===== config.mk =====
export PLATFORM = sky130hd
export DESIGN_NAME = csr_regs
export DESIGN_NICKNAME = d
export VERILOG_FILES = /design/src/core/csr_pkg.sv /design/src/core/csr_alu.sv /design/src/core/csr_regs.sv
export SDC_FILE = /design/constraint.sdc
export NUM_CORES = 1
export LEC_CHECK = 0
export BUFFER_PORTS_ARGS = -buffer_cell sky130_fd_sc_hd__buf_2
export CORE_ASPECT_RATIO = 1.75
export CORE_MARGIN = 5
export CORE_UTILIZATION = 55
export DETAILED_ROUTE_END_ITERATION = 10
export GPL_ROUTABILITY_DRIVEN = 0
export PLACE_DENSITY = 0.84
export SLEW_MARGIN = 5
export SYNTH_ARGS = -nofsm -noshare
export SYNTH_HDL_FRONTEND = slang
export SYNTH_SLANG_ARGS = --single-unit

===== constraint.sdc =====
create_clock -name ref_clk -period 14 [get_ports ref_clk]
set_input_delay 2.1 -clock ref_clk [delete_from_list [all_inputs] [get_ports ref_clk]]
set_output_delay 2.1 -clock ref_clk [all_outputs]
set_load 0.01 [all_outputs]

===== src/core/csr_pkg.sv =====
// Purpose: Constants for the core special register block.
// Assumes: 8-bit internal register address space, byte-wide data.
// Notes: Offsets, field positions and reset values live only here.
package csr_pkg;

  // ****************************************
  // Register offsets
  // ****************************************
  localparam logic [7:0] OFF_STACK_TOP = 8'h81;
  localparam logic [7:0] OFF_PTR_LOW = 8'h82;
  localparam logic [7:0] OFF_PTR_HIGH = 8'h83;
  localparam logic [7:0] OFF_FLAGS = 8'hD0;
  localparam logic [7:0] OFF_MAIN_ARITH = 8'hE0;
  localparam logic [7:0] OFF_SECOND_OP = 8'hF0;

  // ****************************************
  // Reset values
  // ****************************************
  localparam logic [7:0] RST_STACK_TOP = 8'h07;
  localparam logic [7:0] RST_PTR_LOW = 8'h00;
  localparam logic [7:0] RST_PTR_HIGH = 8'h00;
  localparam logic [7:0] RST_FLAGS = 8'h00;
  localparam logic [7:0] RST_MAIN_ARITH = 8'h00;
  localparam logic [7:0] RST_SECOND_OP = 8'h00;

  // ****************************************
  // Flags word field positions
  // ****************************************
  localparam int FLG_CARRY = 7;
  localparam int FLG_HALF = 6;
  localparam int FLG_USER0 = 5;
  localparam int FLG_BANK_HI = 4;
  localparam int FLG_BANK_LO = 3;
  localparam int FLG_WRAP = 2;
  localparam int FLG_USER1 = 1;
  localparam int FLG_PARITY = 0;

  // Bank size in bytes, as a shift of the bank number
  localparam int BANK_SHIFT = 3;

  // ****************************************
  // Operations the execution unit may request
  // ****************************************
  typedef enum logic [3:0] {
    CSR_OP_NONE,
    CSR_OP_ADD,
    CSR_OP_ADDC,
    CSR_OP_SUBB,
    CSR_OP_MUL,
    CSR_OP_DIV,
    CSR_OP_CMP_JNE,
    CSR_OP_DEC_ADJ
  } csr_op_t;

endpackage : csr_pkg


===== src/core/csr_alu.sv =====
// Purpose: Arithmetic unit that produces results and flag updates.
// Assumes: Purely combinational; operands come from the registers or from the external operand ports.
// Notes: Divide by zero returns all ones and raises the wrap flag.
module csr_alu
  import csr_pkg::*;
(
  input wire csr_op_t op,           // Requested operation
  input wire logic [7:0] opa,       // First operand
  input wire logic [7:0] opb,       // Second operand
  input wire logic carry_in,        // Carry flag before the operation
  input wire logic half_in,         // Half-carry before the operation
  output logic [7:0] res_a,         // Result for main arithmetic register
  output logic [7:0] res_b,         // Result for second operand register
  output logic wr_a,                // Main register is written
  output logic wr_b,                // Second register is written
  output logic upd_carry,           // Carry flag is updated
  output logic carry_out,           // New carry value
  output logic upd_half,            // Half-carry flag is updated
  output logic half_out,            // New half-carry value
  output logic upd_wrap,            // Wrap flag is updated
  output logic wrap_out             // New wrap value
);

  logic cin;
  logic [4:0] low_sum;
  logic [7:0] low7_sum;
  logic [8:0] full_sum;
  logic [4:0] low_dif;
  logic [7:0] low7_dif;
  logic [8:0] full_dif;
  logic [15:0] product;
  logic [8:0] adj_lo;
  logic [8:0] adj_hi;

  // Adder and subtractor chains, split to expose bit 3 and bit 6 carries
  always_comb begin
    cin = (op == CSR_OP_ADDC || op == CSR_OP_SUBB) ? carry_in : 1'b0;
    low_sum = {1'b0, opa[3:0]} + {1'b0, opb[3:0]} + {4'h0, cin};
    low7_sum = {1'b0, opa[6:0]} + {1'b0, opb[6:0]} + {7'h00, cin};
    full_sum = {1'b0, opa} + {1'b0, opb} + {8'h00, cin};
    low_dif = {1'b0, opa[3:0]} - {1'b0, opb[3:0]} - {4'h0, cin};
    low7_dif = {1'b0, opa[6:0]} - {1'b0, opb[6:0]} - {7'h00, cin};
    full_dif = {1'b0, opa} - {1'b0, opb} - {8'h00, cin};
    product = opa * opb;
  end

  // Decimal adjust in two steps: low digit, then high digit
  always_comb begin
    adj_lo = {1'b0, opa};
    if (half_in || opa[3:0] > 4'h9) begin
      adj_lo = {1'b0, opa} + 9'h006;
    end
    adj_hi = adj_lo;
    if (carry_in || adj_lo[8] || adj_lo[7:4] > 4'h9) begin
      adj_hi = adj_lo + 9'h060;
    end
  end

  // Result and flag selection per operation
  always_comb begin
    res_a = opa;
    res_b = opb;
    wr_a = 1'b0;
    wr_b = 1'b0;
    upd_carry = 1'b0;
    carry_out = carry_in;
    upd_half = 1'b0;
    half_out = half_in;
    upd_wrap = 1'b0;
    wrap_out = 1'b0;
    case (op)
      CSR_OP_ADD, CSR_OP_ADDC: begin
        res_a = full_sum[7:0];
        wr_a = 1'b1;
        upd_carry = 1'b1;
        carry_out = full_sum[8];
        upd_half = 1'b1;
        half_out = low_sum[4];
        upd_wrap = 1'b1;
        wrap_out = full_sum[8] ^ low7_sum[7];
      end
      CSR_OP_SUBB: begin
        res_a = full_dif[7:0];
        wr_a = 1'b1;
        upd_carry = 1'b1;
        carry_out = full_dif[8];
        upd_half = 1'b1;
        half_out = low_dif[4];
        upd_wrap = 1'b1;
        wrap_out = full_dif[8] ^ low7_dif[7];
      end
      CSR_OP_MUL: begin
        res_a = product[7:0];
        res_b = product[15:8];
        wr_a = 1'b1;
        wr_b = 1'b1;
        upd_carry = 1'b1;
        carry_out = 1'b0;
        upd_wrap = 1'b1;
        wrap_out = (product[15:8] != 8'h00);
      end
      CSR_OP_DIV: begin
        upd_carry = 1'b1;
        carry_out = 1'b0;
        upd_wrap = 1'b1;
        wr_a = 1'b1;
        wr_b = 1'b1;
        if (opb == 8'h00) begin
          // Undefined result; a fixed pattern keeps simulation clean
          res_a = 8'hFF;
          res_b = 8'hFF;
          wrap_out = 1'b1;
        end else begin
          res_a = opa / opb;
          res_b = opa % opb;
        end
      end
      CSR_OP_CMP_JNE: begin
        upd_carry = 1'b1;
        carry_out = (opa < opb);
      end
      CSR_OP_DEC_ADJ: begin
        res_a = adj_hi[7:0];
        wr_a = 1'b1;
        upd_carry = 1'b1;
        // Carry only ever sets here, never clears
        carry_out = carry_in | adj_hi[8] | adj_lo[8];
      end
      default: begin
      end
    endcase
  end

endmodule : csr_alu


===== src/core/csr_regs.sv =====
// Purpose: Core special registers of a small 8-bit CPU.
// Assumes: One clock, synchronous active-high reset, single bus master.
// Notes: Execution-unit updates win over a software write in the same
//   cycle for the bits they touch; read data lags the strobe by one cycle.
// Function
// - Main arithmetic register at E0, read/write, resets to zero.
// - Second operand register at F0, resets to zero, multiply/divide aid.
// - Stack top pointer at 81 resets to 07, first push lands at 08.
// - Push or call increments pointer first, then writes the byte.
// - Pointer bytes at 82 and 83 form one 16-bit external pointer.
// - Flags word at D0 resets zero; fixed bit layout, parity read-only.
// - Add or subtract sets carry on carry out or borrow out.
// - Multiply and divide always clear the carry flag.
// - Compare-jump sets carry when first operand is below the second.
// - Decimal adjust sets carry when the packed sum passes 99.
// - Two bank bits choose one of four eight-byte register banks.
// - Overflow on add bit 6/7 carry mismatch, on multiply above 255.
//
// Our own choice: the address-and-strobe port.
module csr_regs
  import csr_pkg::*;
(
  input wire logic ref_clk,              // System clock, 200 MHz
  input wire logic srst,                 // Synchronous reset, active high
  input wire logic [7:0] reg_addr,       // Register address
  input wire logic [7:0] reg_wdata,      // Register write data
  input wire logic reg_wr,               // Write strobe
  input wire logic reg_rd,               // Read strobe
  output logic [7:0] reg_rdata,          // Read data, one cycle later
  input wire logic bit_wr,               // Single-bit write strobe
  input wire logic [7:0] bit_addr,       // Bit address, register plus bit
  input wire logic bit_val,              // Bit value to write
  input wire csr_op_t alu_op,            // Arithmetic operation, one cycle
  input wire logic [7:0] alu_opa_ext,    // First operand for compare-jump
  input wire logic alu_use_ext,          // Compare uses external operands
  input wire logic [7:0] alu_opb_ext,    // Second operand when external
  input wire logic push_req,             // Push or call byte request
  input wire logic [7:0] push_data,      // Byte to push
  output logic [7:0] stack_wr_addr,      // Scratch-pad write address
  output logic [7:0] stack_wr_data,      // Scratch-pad write data
  output logic stack_wr_en,              // Scratch-pad write strobe
  input wire logic pop_req,              // Pop or return: pointer decrement
  output logic [15:0] ext_ptr_16,        // Combined external pointer
  output logic [7:0] bank_base,          // Base address of working bank
  output logic [7:0] main_arith_out,     // Main register value
  output logic [7:0] flags_out           // Flags word value
);

  // ****************************************
  // State
  // ****************************************
  logic [7:0] main_arith_reg;
  logic [7:0] second_operand_reg;
  logic [7:0] stack_top_pointer;
  logic [7:0] ext_ptr_low;
  logic [7:0] ext_ptr_high;
  logic carry_flag;
  logic half_carry_flag;
  logic user_flag_zero;
  logic bank_sel_hi;
  logic bank_sel_lo;
  logic signed_wrap_flag;
  logic user_flag_one;
  logic parity_bit;
  logic [7:0] flags_word;
  logic push_pending;
  logic [7:0] push_hold;

  // ALU connections
  logic [7:0] res_a;
  logic [7:0] res_b;
  logic wr_a;
  logic wr_b;
  logic upd_carry;
  logic carry_out;
  logic upd_half;
  logic half_out;
  logic upd_wrap;
  logic wrap_out;
  logic [7:0] opa_sel;
  logic [7:0] opb_sel;

  // Write decode and next values
  logic [7:0] next_main_arith;
  logic [7:0] next_second_op;
  logic [7:0] next_flags;

  // Bit-write helper: true when the bit address falls in the register
  function automatic logic bit_hit(input logic [7:0] ba,
                                   input logic [7:0] base);
    bit_hit = (ba[7:3] == base[7:3]);
  endfunction : bit_hit

  // Apply a byte write, or else a bit write, to a stored value
  function automatic logic [7:0] apply_wr(input logic [7:0] cur,
                                          input logic [7:0] base,
                                          input logic [7:0] ra,
                                          input logic we,
                                          input logic [7:0] wd,
                                          input logic bwe,
                                          input logic [7:0] ba,
                                          input logic bv);
    logic [7:0] v;
    v = cur;
    if (we && ra == base) begin
      v = wd;
    end else if (bwe && bit_hit(ba, base)) begin
      v[ba[2:0]] = bv;
    end
    apply_wr = v;
  endfunction : apply_wr

  // ****************************************
  // Arithmetic unit
  // ****************************************
  // Compare may take an immediate or memory operand instead of the registers
  assign opa_sel = alu_use_ext ? alu_opa_ext : main_arith_reg;
  assign opb_sel = alu_use_ext ? alu_opb_ext : second_operand_reg;

  csr_alu u_alu (
    .op(alu_op),
    .opa(opa_sel),
    .opb(opb_sel),
    .carry_in(carry_flag),
    .half_in(half_carry_flag),
    .res_a(res_a),
    .res_b(res_b),
    .wr_a(wr_a),
    .wr_b(wr_b),
    .upd_carry(upd_carry),
    .carry_out(carry_out),
    .upd_half(upd_half),
    .half_out(half_out),
    .upd_wrap(upd_wrap),
    .wrap_out(wrap_out)
  );

  // ****************************************
  // Flags word assembly
  // ****************************************
  // Parity is pure logic so it never lags the main register
  assign parity_bit = ^main_arith_reg;

  always_comb begin
    flags_word = 8'h00;
    flags_word[FLG_CARRY] = carry_flag;
    flags_word[FLG_HALF] = half_carry_flag;
    flags_word[FLG_USER0] = user_flag_zero;
    flags_word[FLG_BANK_HI] = bank_sel_hi;
    flags_word[FLG_BANK_LO] = bank_sel_lo;
    flags_word[FLG_WRAP] = signed_wrap_flag;
    flags_word[FLG_USER1] = user_flag_one;
    flags_word[FLG_PARITY] = parity_bit;
  end

  // Software-side next values, before arithmetic overrides
  always_comb begin
    next_main_arith = apply_wr(main_arith_reg, OFF_MAIN_ARITH, reg_addr,
                               reg_wr, reg_wdata, bit_wr, bit_addr, bit_val);
    next_second_op = apply_wr(second_operand_reg, OFF_SECOND_OP, reg_addr,
                              reg_wr, reg_wdata, bit_wr, bit_addr, bit_val);
    next_flags = apply_wr(flags_word, OFF_FLAGS, reg_addr,
                          reg_wr, reg_wdata, bit_wr, bit_addr, bit_val);
  end

  // ****************************************
  // Main and second operand registers
  // ****************************************
  always_ff @(posedge ref_clk) begin
    if (srst) begin
      main_arith_reg <= RST_MAIN_ARITH;
    end else if (wr_a) begin
      main_arith_reg <= res_a;
    end else begin
      main_arith_reg <= next_main_arith;
    end
  end

  always_ff @(posedge ref_clk) begin
    if (srst) begin
      second_operand_reg <= RST_SECOND_OP;
    end else if (wr_b) begin
      second_operand_reg <= res_b;
    end else begin
      second_operand_reg <= next_second_op;
    end
  end

  // ****************************************
  // Flags word; hardware update beats software on the same bit
  // ****************************************
  always_ff @(posedge ref_clk) begin
    if (srst) begin
      {carry_flag, half_carry_flag, user_flag_zero, bank_sel_hi,
       bank_sel_lo, signed_wrap_flag, user_flag_one} <= RST_FLAGS[7:1];
    end else begin
      // Parity bit of next_flags is simply dropped: writes ignored
      user_flag_zero <= next_flags[FLG_USER0];
      bank_sel_hi <= next_flags[FLG_BANK_HI];
      bank_sel_lo <= next_flags[FLG_BANK_LO];
      user_flag_one <= next_flags[FLG_USER1];
      carry_flag <= upd_carry ? carry_out : next_flags[FLG_CARRY];
      half_carry_flag <= upd_half ? half_out : next_flags[FLG_HALF];
      signed_wrap_flag <= upd_wrap ? wrap_out : next_flags[FLG_WRAP];
    end
  end

  // ****************************************
  // Stack pointer and push sequencing
  // ****************************************
  // Push takes two cycles: bump the pointer, then store at the new value
  always_ff @(posedge ref_clk) begin
    if (srst) begin
      stack_top_pointer <= RST_STACK_TOP;
    end else if (push_req) begin
      stack_top_pointer <= stack_top_pointer + 8'h01;
    end else if (pop_req) begin
      stack_top_pointer <= stack_top_pointer - 8'h01;
    end else if (reg_wr && reg_addr == OFF_STACK_TOP) begin
      stack_top_pointer <= reg_wdata;
    end
  end

  always_ff @(posedge ref_clk) begin
    if (srst) begin
      push_pending <= 1'b0;
      push_hold <= 8'h00;
    end else begin
      push_pending <= push_req;
      if (push_req) begin
        push_hold <= push_data;
      end
    end
  end

  // Write strobe follows the increment by one cycle
  always_ff @(posedge ref_clk) begin
    if (srst) begin
      stack_wr_en <= 1'b0;
      stack_wr_addr <= 8'h00;
      stack_wr_data <= 8'h00;
    end else begin
      stack_wr_en <= push_pending;
      stack_wr_addr <= stack_top_pointer;
      stack_wr_data <= push_hold;
    end
  end

  // ****************************************
  // External pointer bytes
  // ****************************************
  always_ff @(posedge ref_clk) begin
    if (srst) begin
      ext_ptr_low <= RST_PTR_LOW;
      ext_ptr_high <= RST_PTR_HIGH;
    end else if (reg_wr && reg_addr == OFF_PTR_LOW) begin
      ext_ptr_low <= reg_wdata;
    end else if (reg_wr && reg_addr == OFF_PTR_HIGH) begin
      ext_ptr_high <= reg_wdata;
    end
  end

  // ****************************************
  // Outputs
  // ****************************************
  assign ext_ptr_16 = {ext_ptr_high, ext_ptr_low};
  // Bank n starts at n times eight
  assign bank_base = {6'h00, bank_sel_hi, bank_sel_lo}
                     << BANK_SHIFT;

  // Two bank bits shifted by the bank size must still fit one byte
  if (BANK_SHIFT > 6) begin : g_bank_size_check
    $error("Bank size does not fit the register address byte");
  end
  assign main_arith_out = main_arith_reg;
  assign flags_out = flags_word;

  // Read port; unmapped addresses answer zero
  always_ff @(posedge ref_clk) begin
    if (srst) begin
      reg_rdata <= 8'h00;
    end else if (reg_rd) begin
      if (reg_addr == OFF_MAIN_ARITH) begin
        reg_rdata <= main_arith_reg;
      end else if (reg_addr == OFF_SECOND_OP) begin
        reg_rdata <= second_operand_reg;
      end else if (reg_addr == OFF_STACK_TOP) begin
        reg_rdata <= stack_top_pointer;
      end else if (reg_addr == OFF_PTR_LOW) begin
        reg_rdata <= ext_ptr_low;
      end else if (reg_addr == OFF_PTR_HIGH) begin
        reg_rdata <= ext_ptr_high;
      end else if (reg_addr == OFF_FLAGS) begin
        reg_rdata <= flags_word;
      end else begin
        reg_rdata <= 8'h00;
      end
    end else begin
      reg_rdata <= 8'h00;
    end
  end

endmodule : csr_regs


==> results of run 1 <==
==> cells in the mapped netlist (6+ instances only) <==
library cell  number  share of area [%]
o21ai_0           67                3.4
clkbuf_1          47                1.8
ha_1             107                 14
and2_1             8               0.51
nor2b_1           23                1.5
a221oi_1           8               0.72
mux2_2            17                2.0
nand3_1           46                2.4
xor2_1            20                1.8
a211oi_1          24                1.8
nand2_1           83                3.2
nor4_1             8               0.51
inv_1            102                3.9
nand3b_1           6               0.46
dfxtp_1           81                 17
nor2_1           129                5.0
o211ai_1          17                1.3
and3_1             8               0.51
a21oi_1           84                4.3
a21o_1            13                1.0
xnor2_1           43                3.9
o21bai_1           6               0.46
a22oi_1           12               0.92
mux2i_1           50                5.1
or3_1             23                1.5
a31oi_1           11               0.70
buf_4             17                1.3
o22ai_1            7               0.45
fa_1              41                8.4
o21a_1            18                1.4
nor3_1            21                1.1
nor3b_1            7               0.54
==> through the flow <==
step / setup TNS [ps] / cells
final: 0 / 1581
after global placement: -8.02 / 1563
after floorplan: 0 / 1253
after detailed placement: -2860 / 1563
after global routing: 0 / 1581
after CTS: 0 / 1579
==> repair_timing <==
| action | in CTS | in global routing |
|---|---|---|
| resized for setup | 1 | 7 |
| buffers inserted | 0 | 2 |
| pin swaps | 0 | 3 |
| setup endpoints to repair | 2 | 9 |
==> area by class of cell <==
class	count	area [um^2]	area share [%]
Inverter	105	394	3.59
Timing Repair Buffer	151	848	7.72
Sequential cell	81	1620	14.8
Multi-Input combinational cell	997	7480	68.1
Tap cell	231	289	2.63
Clock inverter	6	114	1.04
Clock buffer	10	239	2.17
==> power groups by stage <==
stage | logic (mW) | registers [mW] | clock network [mW]
after global routing | 1.40 | 0.264 | 0.287
after detailed placement | 1.19 | 0.266 | 0
final | 1.29 | 0.263 | 0.275
after global placement | 1.16 | 0.266 | 0
after CTS | 1.20 | 0.261 | 0.276
after floorplan | 0.902 | 0.259 | 0
==> critical path: cells and delay by family <==
kind | cells | cell delay [ps]
muxes | 4 | 1220
adders and majority gates | 7 | 1960
buffers and inverters | 3 | 510
and+or+nand+nor | 9 | 2160
AOI/OAI and AO/OA | 25 | 5470
==> per-layer routing <==
metal | share of wire, % | GRT usage, % | up-vias | wire [um]
li1 | - | - | 4618 | -
met1 | 32 | 29.4 | 4640 | 10400
met2 | 49 | 54.7 | 578 | 15800
met3 | 7.8 | 5.73 | 221 | 2520
met4 | 11 | 28.6 | 0 | 3640
met5 | 0 | 0 | - | 0
==> worst max-delay path by stage <==
| stage | to | cells past startpoint |
|---|---|---|
| finish | second_operand_reg[0] | 48 |
| global route | second_operand_reg[0] | 49 |
| CTS | second_operand_reg[0] | 48 |
| detailed placement | second_operand_reg[0] | 48 |
| global placement | second_operand_reg[0] | 48 |
| floorplan | second_operand_reg[7] | 50 |
==> cell families (layout without fill, tap and decap cells) <==
kind of cell / count (synthesis) / count (layout) / share of synthesized area (%)
simple gates: 392 / 392 / 19.5
compound gates: 321 / 321 / 21.6
buf+inv: 175 / 272 / 7.41
fa+ha+maj: 148 / 148 / 22.1
flops: 81 / 81 / 16.6
mux: 67 / 67 / 7.09
xor+xnor: 63 / 63 / 5.65
other cells: 1 / 6 / 0.0384
==> flow_summary_export.csv, run 1 <==
group,metric,value,unit
die,die_w,111,um
setup_path,slowest_stage,"or4_1",
cells_and_area,num-fill-cells,1512,
drt,routed-via-count,10100,
cells_and_area,layout-drive-gt1-share,15.5,%
yosys,ys_types,75,
run_status,outcome,"finished, final reports clean",
power_and_ir_drop,power_density,166,nW/um^2
die,initial_core_util,55.9,%
cts,cts-root-buf,"clkbuf_16",
sta,fin_hold_ws,453,ps
setup_path,worstPathArrival,13450,ps
power_and_ir_drop,combPwrFrac,70.5,%
power_and_ir_drop,swShare,47.4,%
hold_path,holdPathStages,1,
cells_and_area,area_delta_synth_final,12.5,%
setup_path,worst-setup-path-type,"in -> reg",
yosys,synth_edf_count,0,
place,placed_area,10600,um^2
cts,cts_max_path_buffers,2,
die,rows,64,
cts,numCtsBuffers,9,
drt,drc,0,
yosys,synth-seq-cells,81,
power_and_ir_drop,intPower,961,uW
power_and_ir_drop,seqPwrFrac,14.4,%
sta,period_share,94.3,%
power_and_ir_drop,ir_worst_vdd,0.134,mV
drt,dr.pass1.iters,6,
hold_path,holdPathEnd,"stack_wr_en",
cts,clkLatencyLatePin,340,ps
yosys,synth_seq_area_share,16.6,%
yosys,synth_area_per_cell,7.83,um^2
setup_path,cp_max_fo,14,
cells_and_area,final_common_cell,"nor2_1",
global_routing,grt_first_pass_wirelength,50600,um
yosys,synthArstFlopShare,0,%
cts,hold_buffers,0,
sta,setup_viol,0,
sta,drv_slew,0,
setup_path,r2r-start,"second_operand_reg[7]",
die,die_area,20600,um^2
yosys,syn_area,9770,um^2
sta,rsz0062_at_grt,"no",
drt,ant_nets,0,
cells_and_area,nets,1554,
sta,finalCriticalPeriod,13200,ps
setup_path,critPathMaxStageDelay,510,ps
setup_path,crit_required,14250,ps
global_routing,antenna_found_initial,0,
setup_path,startpoint_type,"input pin",
cts,cts_tree,"yes",
sta,fmax,75.8,MHz
place,dp_hpwl,25400,um
drt,wl_per_cell,20.5,um
cells_and_area,fin_util,62.9,%
global_routing,gr-total-overflow,0,
die,die_h,186,um
power_and_ir_drop,clkPwrFrac,15.1,%
drt,drt_iter0_markers,961,
place,port_buffers,119,
power_and_ir_drop,power.total,1.83,mW
cts,cts_max_level,3,
power_and_ir_drop,p_leak,5.11,nW
cells_and_area,stdcell_area,11000,um^2
hold_path,min-delay-start,"push_pending",
setup_path,rr_worst_depth,47,
setup_path,reg2reg_slack,2350,ps
power_and_ir_drop,p_switching,865,uW
cts,cts.sinks,81,
setup_path,crit_start,"alu_use_ext",
sta,worst_slack,804,ps
global_routing,grt_max_degree,77,
yosys,yosysWarnings,0,
die,core,17500,um^2
drt,wl,32400,um
sta,finClkSkew,6.47,ps
die,pin_count,126,
setup_path,critPathCaptureType,"flip-flop",
global_routing,grt_pass1_vias,9875,
cells_and_area,mostFrequentLayoutCells,"129 x nor2_1, 119 x buf_2, 107 x ha_1",
cells_and_area,antenna_cells,0,
flow_run,max_cap_viol_count,0,
sta,worstMarginPinSlew,965,ps
place,place_ws,-428,ps
drt,vias_per_cell,6.36,
hold_path,hold_path_class,"reg -> reg",
yosys,synthCells,1248,
global_routing,grt_use_total,30.5,%
cts,clk_pin_slew,60,ps
setup_path,timing.rr.end,"second_operand_reg[0]",
sta,slew_headroom,34.0,%
yosys,synth_flop_cell,"dfxtp_1",
sta,hold_viol_final,0,
Note: power is estimated with default switching activity, not from simulation.
==> run 2, diff against run 1 <==
--- a/config.mk
+++ b/config.mk
@@ -8,11 +8,12 @@
 export BUFFER_PORTS_ARGS = -buffer_cell sky130_fd_sc_hd__buf_2
 export CORE_ASPECT_RATIO = 1.75
 export CORE_MARGIN = 5
-export CORE_UTILIZATION = 55
+export CORE_UTILIZATION = 30
 export DETAILED_ROUTE_END_ITERATION = 10
 export GPL_ROUTABILITY_DRIVEN = 0
-export PLACE_DENSITY = 0.84
+export PLACE_DENSITY = 0.54
 export SLEW_MARGIN = 5
 export SYNTH_ARGS = -nofsm -noshare
 export SYNTH_HDL_FRONTEND = slang
 export SYNTH_SLANG_ARGS = --single-unit
+export TNS_END_PERCENT = 20
==> run 2 against run 1 <==
  * Combinational power shrank 3%
  * Clock skew shrank 1.8 ps
  * Die area grew 76%
  * Sequential cell count is the same
  * Worst hold slack lost 6.7 ps
  * Power shrank 2.6%
  * Fmax shrank 0.61%
  * Final area grew 1.3%
  * Largest power group unchanged
==> flow_summary_export.csv, run 2 (same netlist as run 1, synthesis figures left out) <==
group,metric,value,unit
global_routing,gr-total-overflow,0,
power_and_ir_drop,ir_worst_vdd,0.115,mV
sta,worstMarginPinSlew,1020,ps
sta,worst_slack,724,ps
cts,cts_tree,"yes",
sta,drv_slew,0,
sta,fmax,75.3,MHz
cells_and_area,antenna_cells,0,
setup_path,startpoint_type,"input pin",
place,port_buffers,119,
power_and_ir_drop,combPwrFrac,70.5,%
die,initial_core_util,30.3,%
die,pin_count,126,
cts,numCtsBuffers,9,
cells_and_area,layout.cells.non_filler,1747,
global_routing,grt_max_degree,77,
cts,cts-root-buf,"clkbuf_16",
drt,drt_iter0_markers,551,
global_routing,antenna_found_initial,1,
cts,clkLatencyLatePin,350,ps
cts,clk_pin_slew,60,ps
power_and_ir_drop,power.total,1.78,mW
place,placed_area,10800,um^2
cells_and_area,area_delta_synth_final,14.0,%
sta,setup_viol,0,
cells_and_area,fin_util,34.6,%
cts,postCtsSetupBuffers,0,
cts,cts_max_level,3,
die,die_w,146,um
sta,hold_viol_final,0,
drt,wl,36800,um
hold_path,hold_path_class,"reg -> reg",
power_and_ir_drop,p_switching,855,uW
setup_path,timing.rr.end,"second_operand_reg[7]",
setup_path,critPathCaptureType,"flip-flop",
cells_and_area,final_common_cell,"nor2_1",
setup_path,crit_start,"alu_use_ext",
drt,drc,0,
drt,routed-via-count,9700,
sta,period_share,94.8,%
setup_path,worstPathArrival,13540,ps
place,dp_cells,1731,
die,die_area,36400,um^2
setup_path,reg2reg_slack,2200,ps
die,rows,87,
place,dp_hpwl,30400,um
run_status,outcome,"finished, final reports clean",
place,place_ws,132,ps
cts,cts_max_path_buffers,2,
drt,dr.pass1.iters,5,
global_routing,grt_first_pass_wirelength,57100,um
power_and_ir_drop,intPower,923,uW
cells_and_area,mostFrequentLayoutCells,"129 x nor2_1, 119 x buf_2, 107 x ha_1",
setup_path,r2r-start,"second_operand_reg[1]",
setup_path,crit_required,14260,ps
power_and_ir_drop,swShare,48.1,%
power_and_ir_drop,clkPwrFrac,14.5,%
cells_and_area,nets,1551,
global_routing,grt_pass1_vias,9818,
sta,finClkSkew,4.65,ps
flow_run,max_cap_viol_count,0,
power_and_ir_drop,power_density,160,nW/um^2
setup_path,critPathMaxStageDelay,540,ps
setup_path,worst-setup-path-type,"in -> reg",
drt,ant_nets,0,
cts,hold_buffers,0,
drt,wl_per_cell,21.1,um
die,core,32200,um^2
cts,cts_resized,0,
cts,cts.sinks,81,
die,die_h,249,um
power_and_ir_drop,seqPwrFrac,14.9,%
drt,vias_per_cell,5.55,
global_routing,grt_use_total,20.0,%
power_and_ir_drop,p_leak,5.08,nW
cells_and_area,stdcell_area,11100,um^2
setup_path,slowest_stage,"or4_1",
sta,finalCriticalPeriod,13280,ps
setup_path,cpMostUsedCell,"ha_1",
setup_path,cp_max_fo,13,
sta,slew_headroom,30.4,%
setup_path,rr_worst_depth,48,
setup_path,critPathCapture,"second_operand_reg[7]",
cells_and_area,layout-drive-gt1-share,15.2,%
-- run 2: changes by cell type in the layout (fill, tap and decap cells not counted), sizes merged --
| cell | previous run | this run |
|---|---|---|
| buf | 151 | 148 |
| clkinv | 3 | 6 |
| clkinvlp | 2 | 0 |
| bufinv | 3 | 2 |
| clkbuf | 10 | 11 |
| inv | 103 | 102 |
-- run 2: final cells by class --
cell class              instances  area, um^2
inverters                     105         394
multi-input cells             997        7480
clock buffers                  11         243
clock inverters                 5        78.8
flip-flops and latches         81        1620
well taps                     400         500
repair buffers                148         813
fillers                      3387       21100
-- run 2: stage by stage --
| stage | hold WS (ps) | TNS, ps |
|---|---|---|
| after detailed placement | 432 | 0 |
| final | 446 | 0 |
| after CTS | 451 | 0 |
| after global routing | 463 | -43.7 |
| after global placement | 429 | 0 |
| after floorplan | 414 | 0 |
-- run 2: critical path, delay by kind of cell --
| kind | cells | cell delay, ps |
|---|---|---|
| adders and majority gates | 7 | 2010 |
| AOI/OAI and AO/OA | 24 | 4530 |
| muxes | 3 | 980 |
| and+or+nand+nor | 9 | 2730 |
| buffers and inverters | 6 | 1150 |
-- run 2: routing by layer --
layer / track usage [%] / routed length (um)
met3: 2.70 / 1570
met4: 14.7 / 3190
met1: 19.2 / 12400
met5: 0 / 0
met2: 38.0 / 19600
-- run 2: worst min-delay path by stage --
stage	startpoint	endpoint	depth (start not counted)
after detailed placement	push_pending	stack_wr_en	1
after floorplan	push_pending	stack_wr_en	1
final	push_pending	stack_wr_en	1
after global placement	push_pending	stack_wr_en	1
after CTS	push_pending	stack_wr_en	1
after global routing	push_pending	stack_wr_en	1
-- run 2: power groups by stage --
stage               clock network (mW)  logic, mW  registers (mW)
finish                           0.258       1.25           0.265
CTS                              0.266       1.23           0.264
global route                     0.276       1.38           0.266
global placement                     0       1.22           0.270
detailed placement                   0       1.22           0.270
floorplan                            0      0.902           0.259
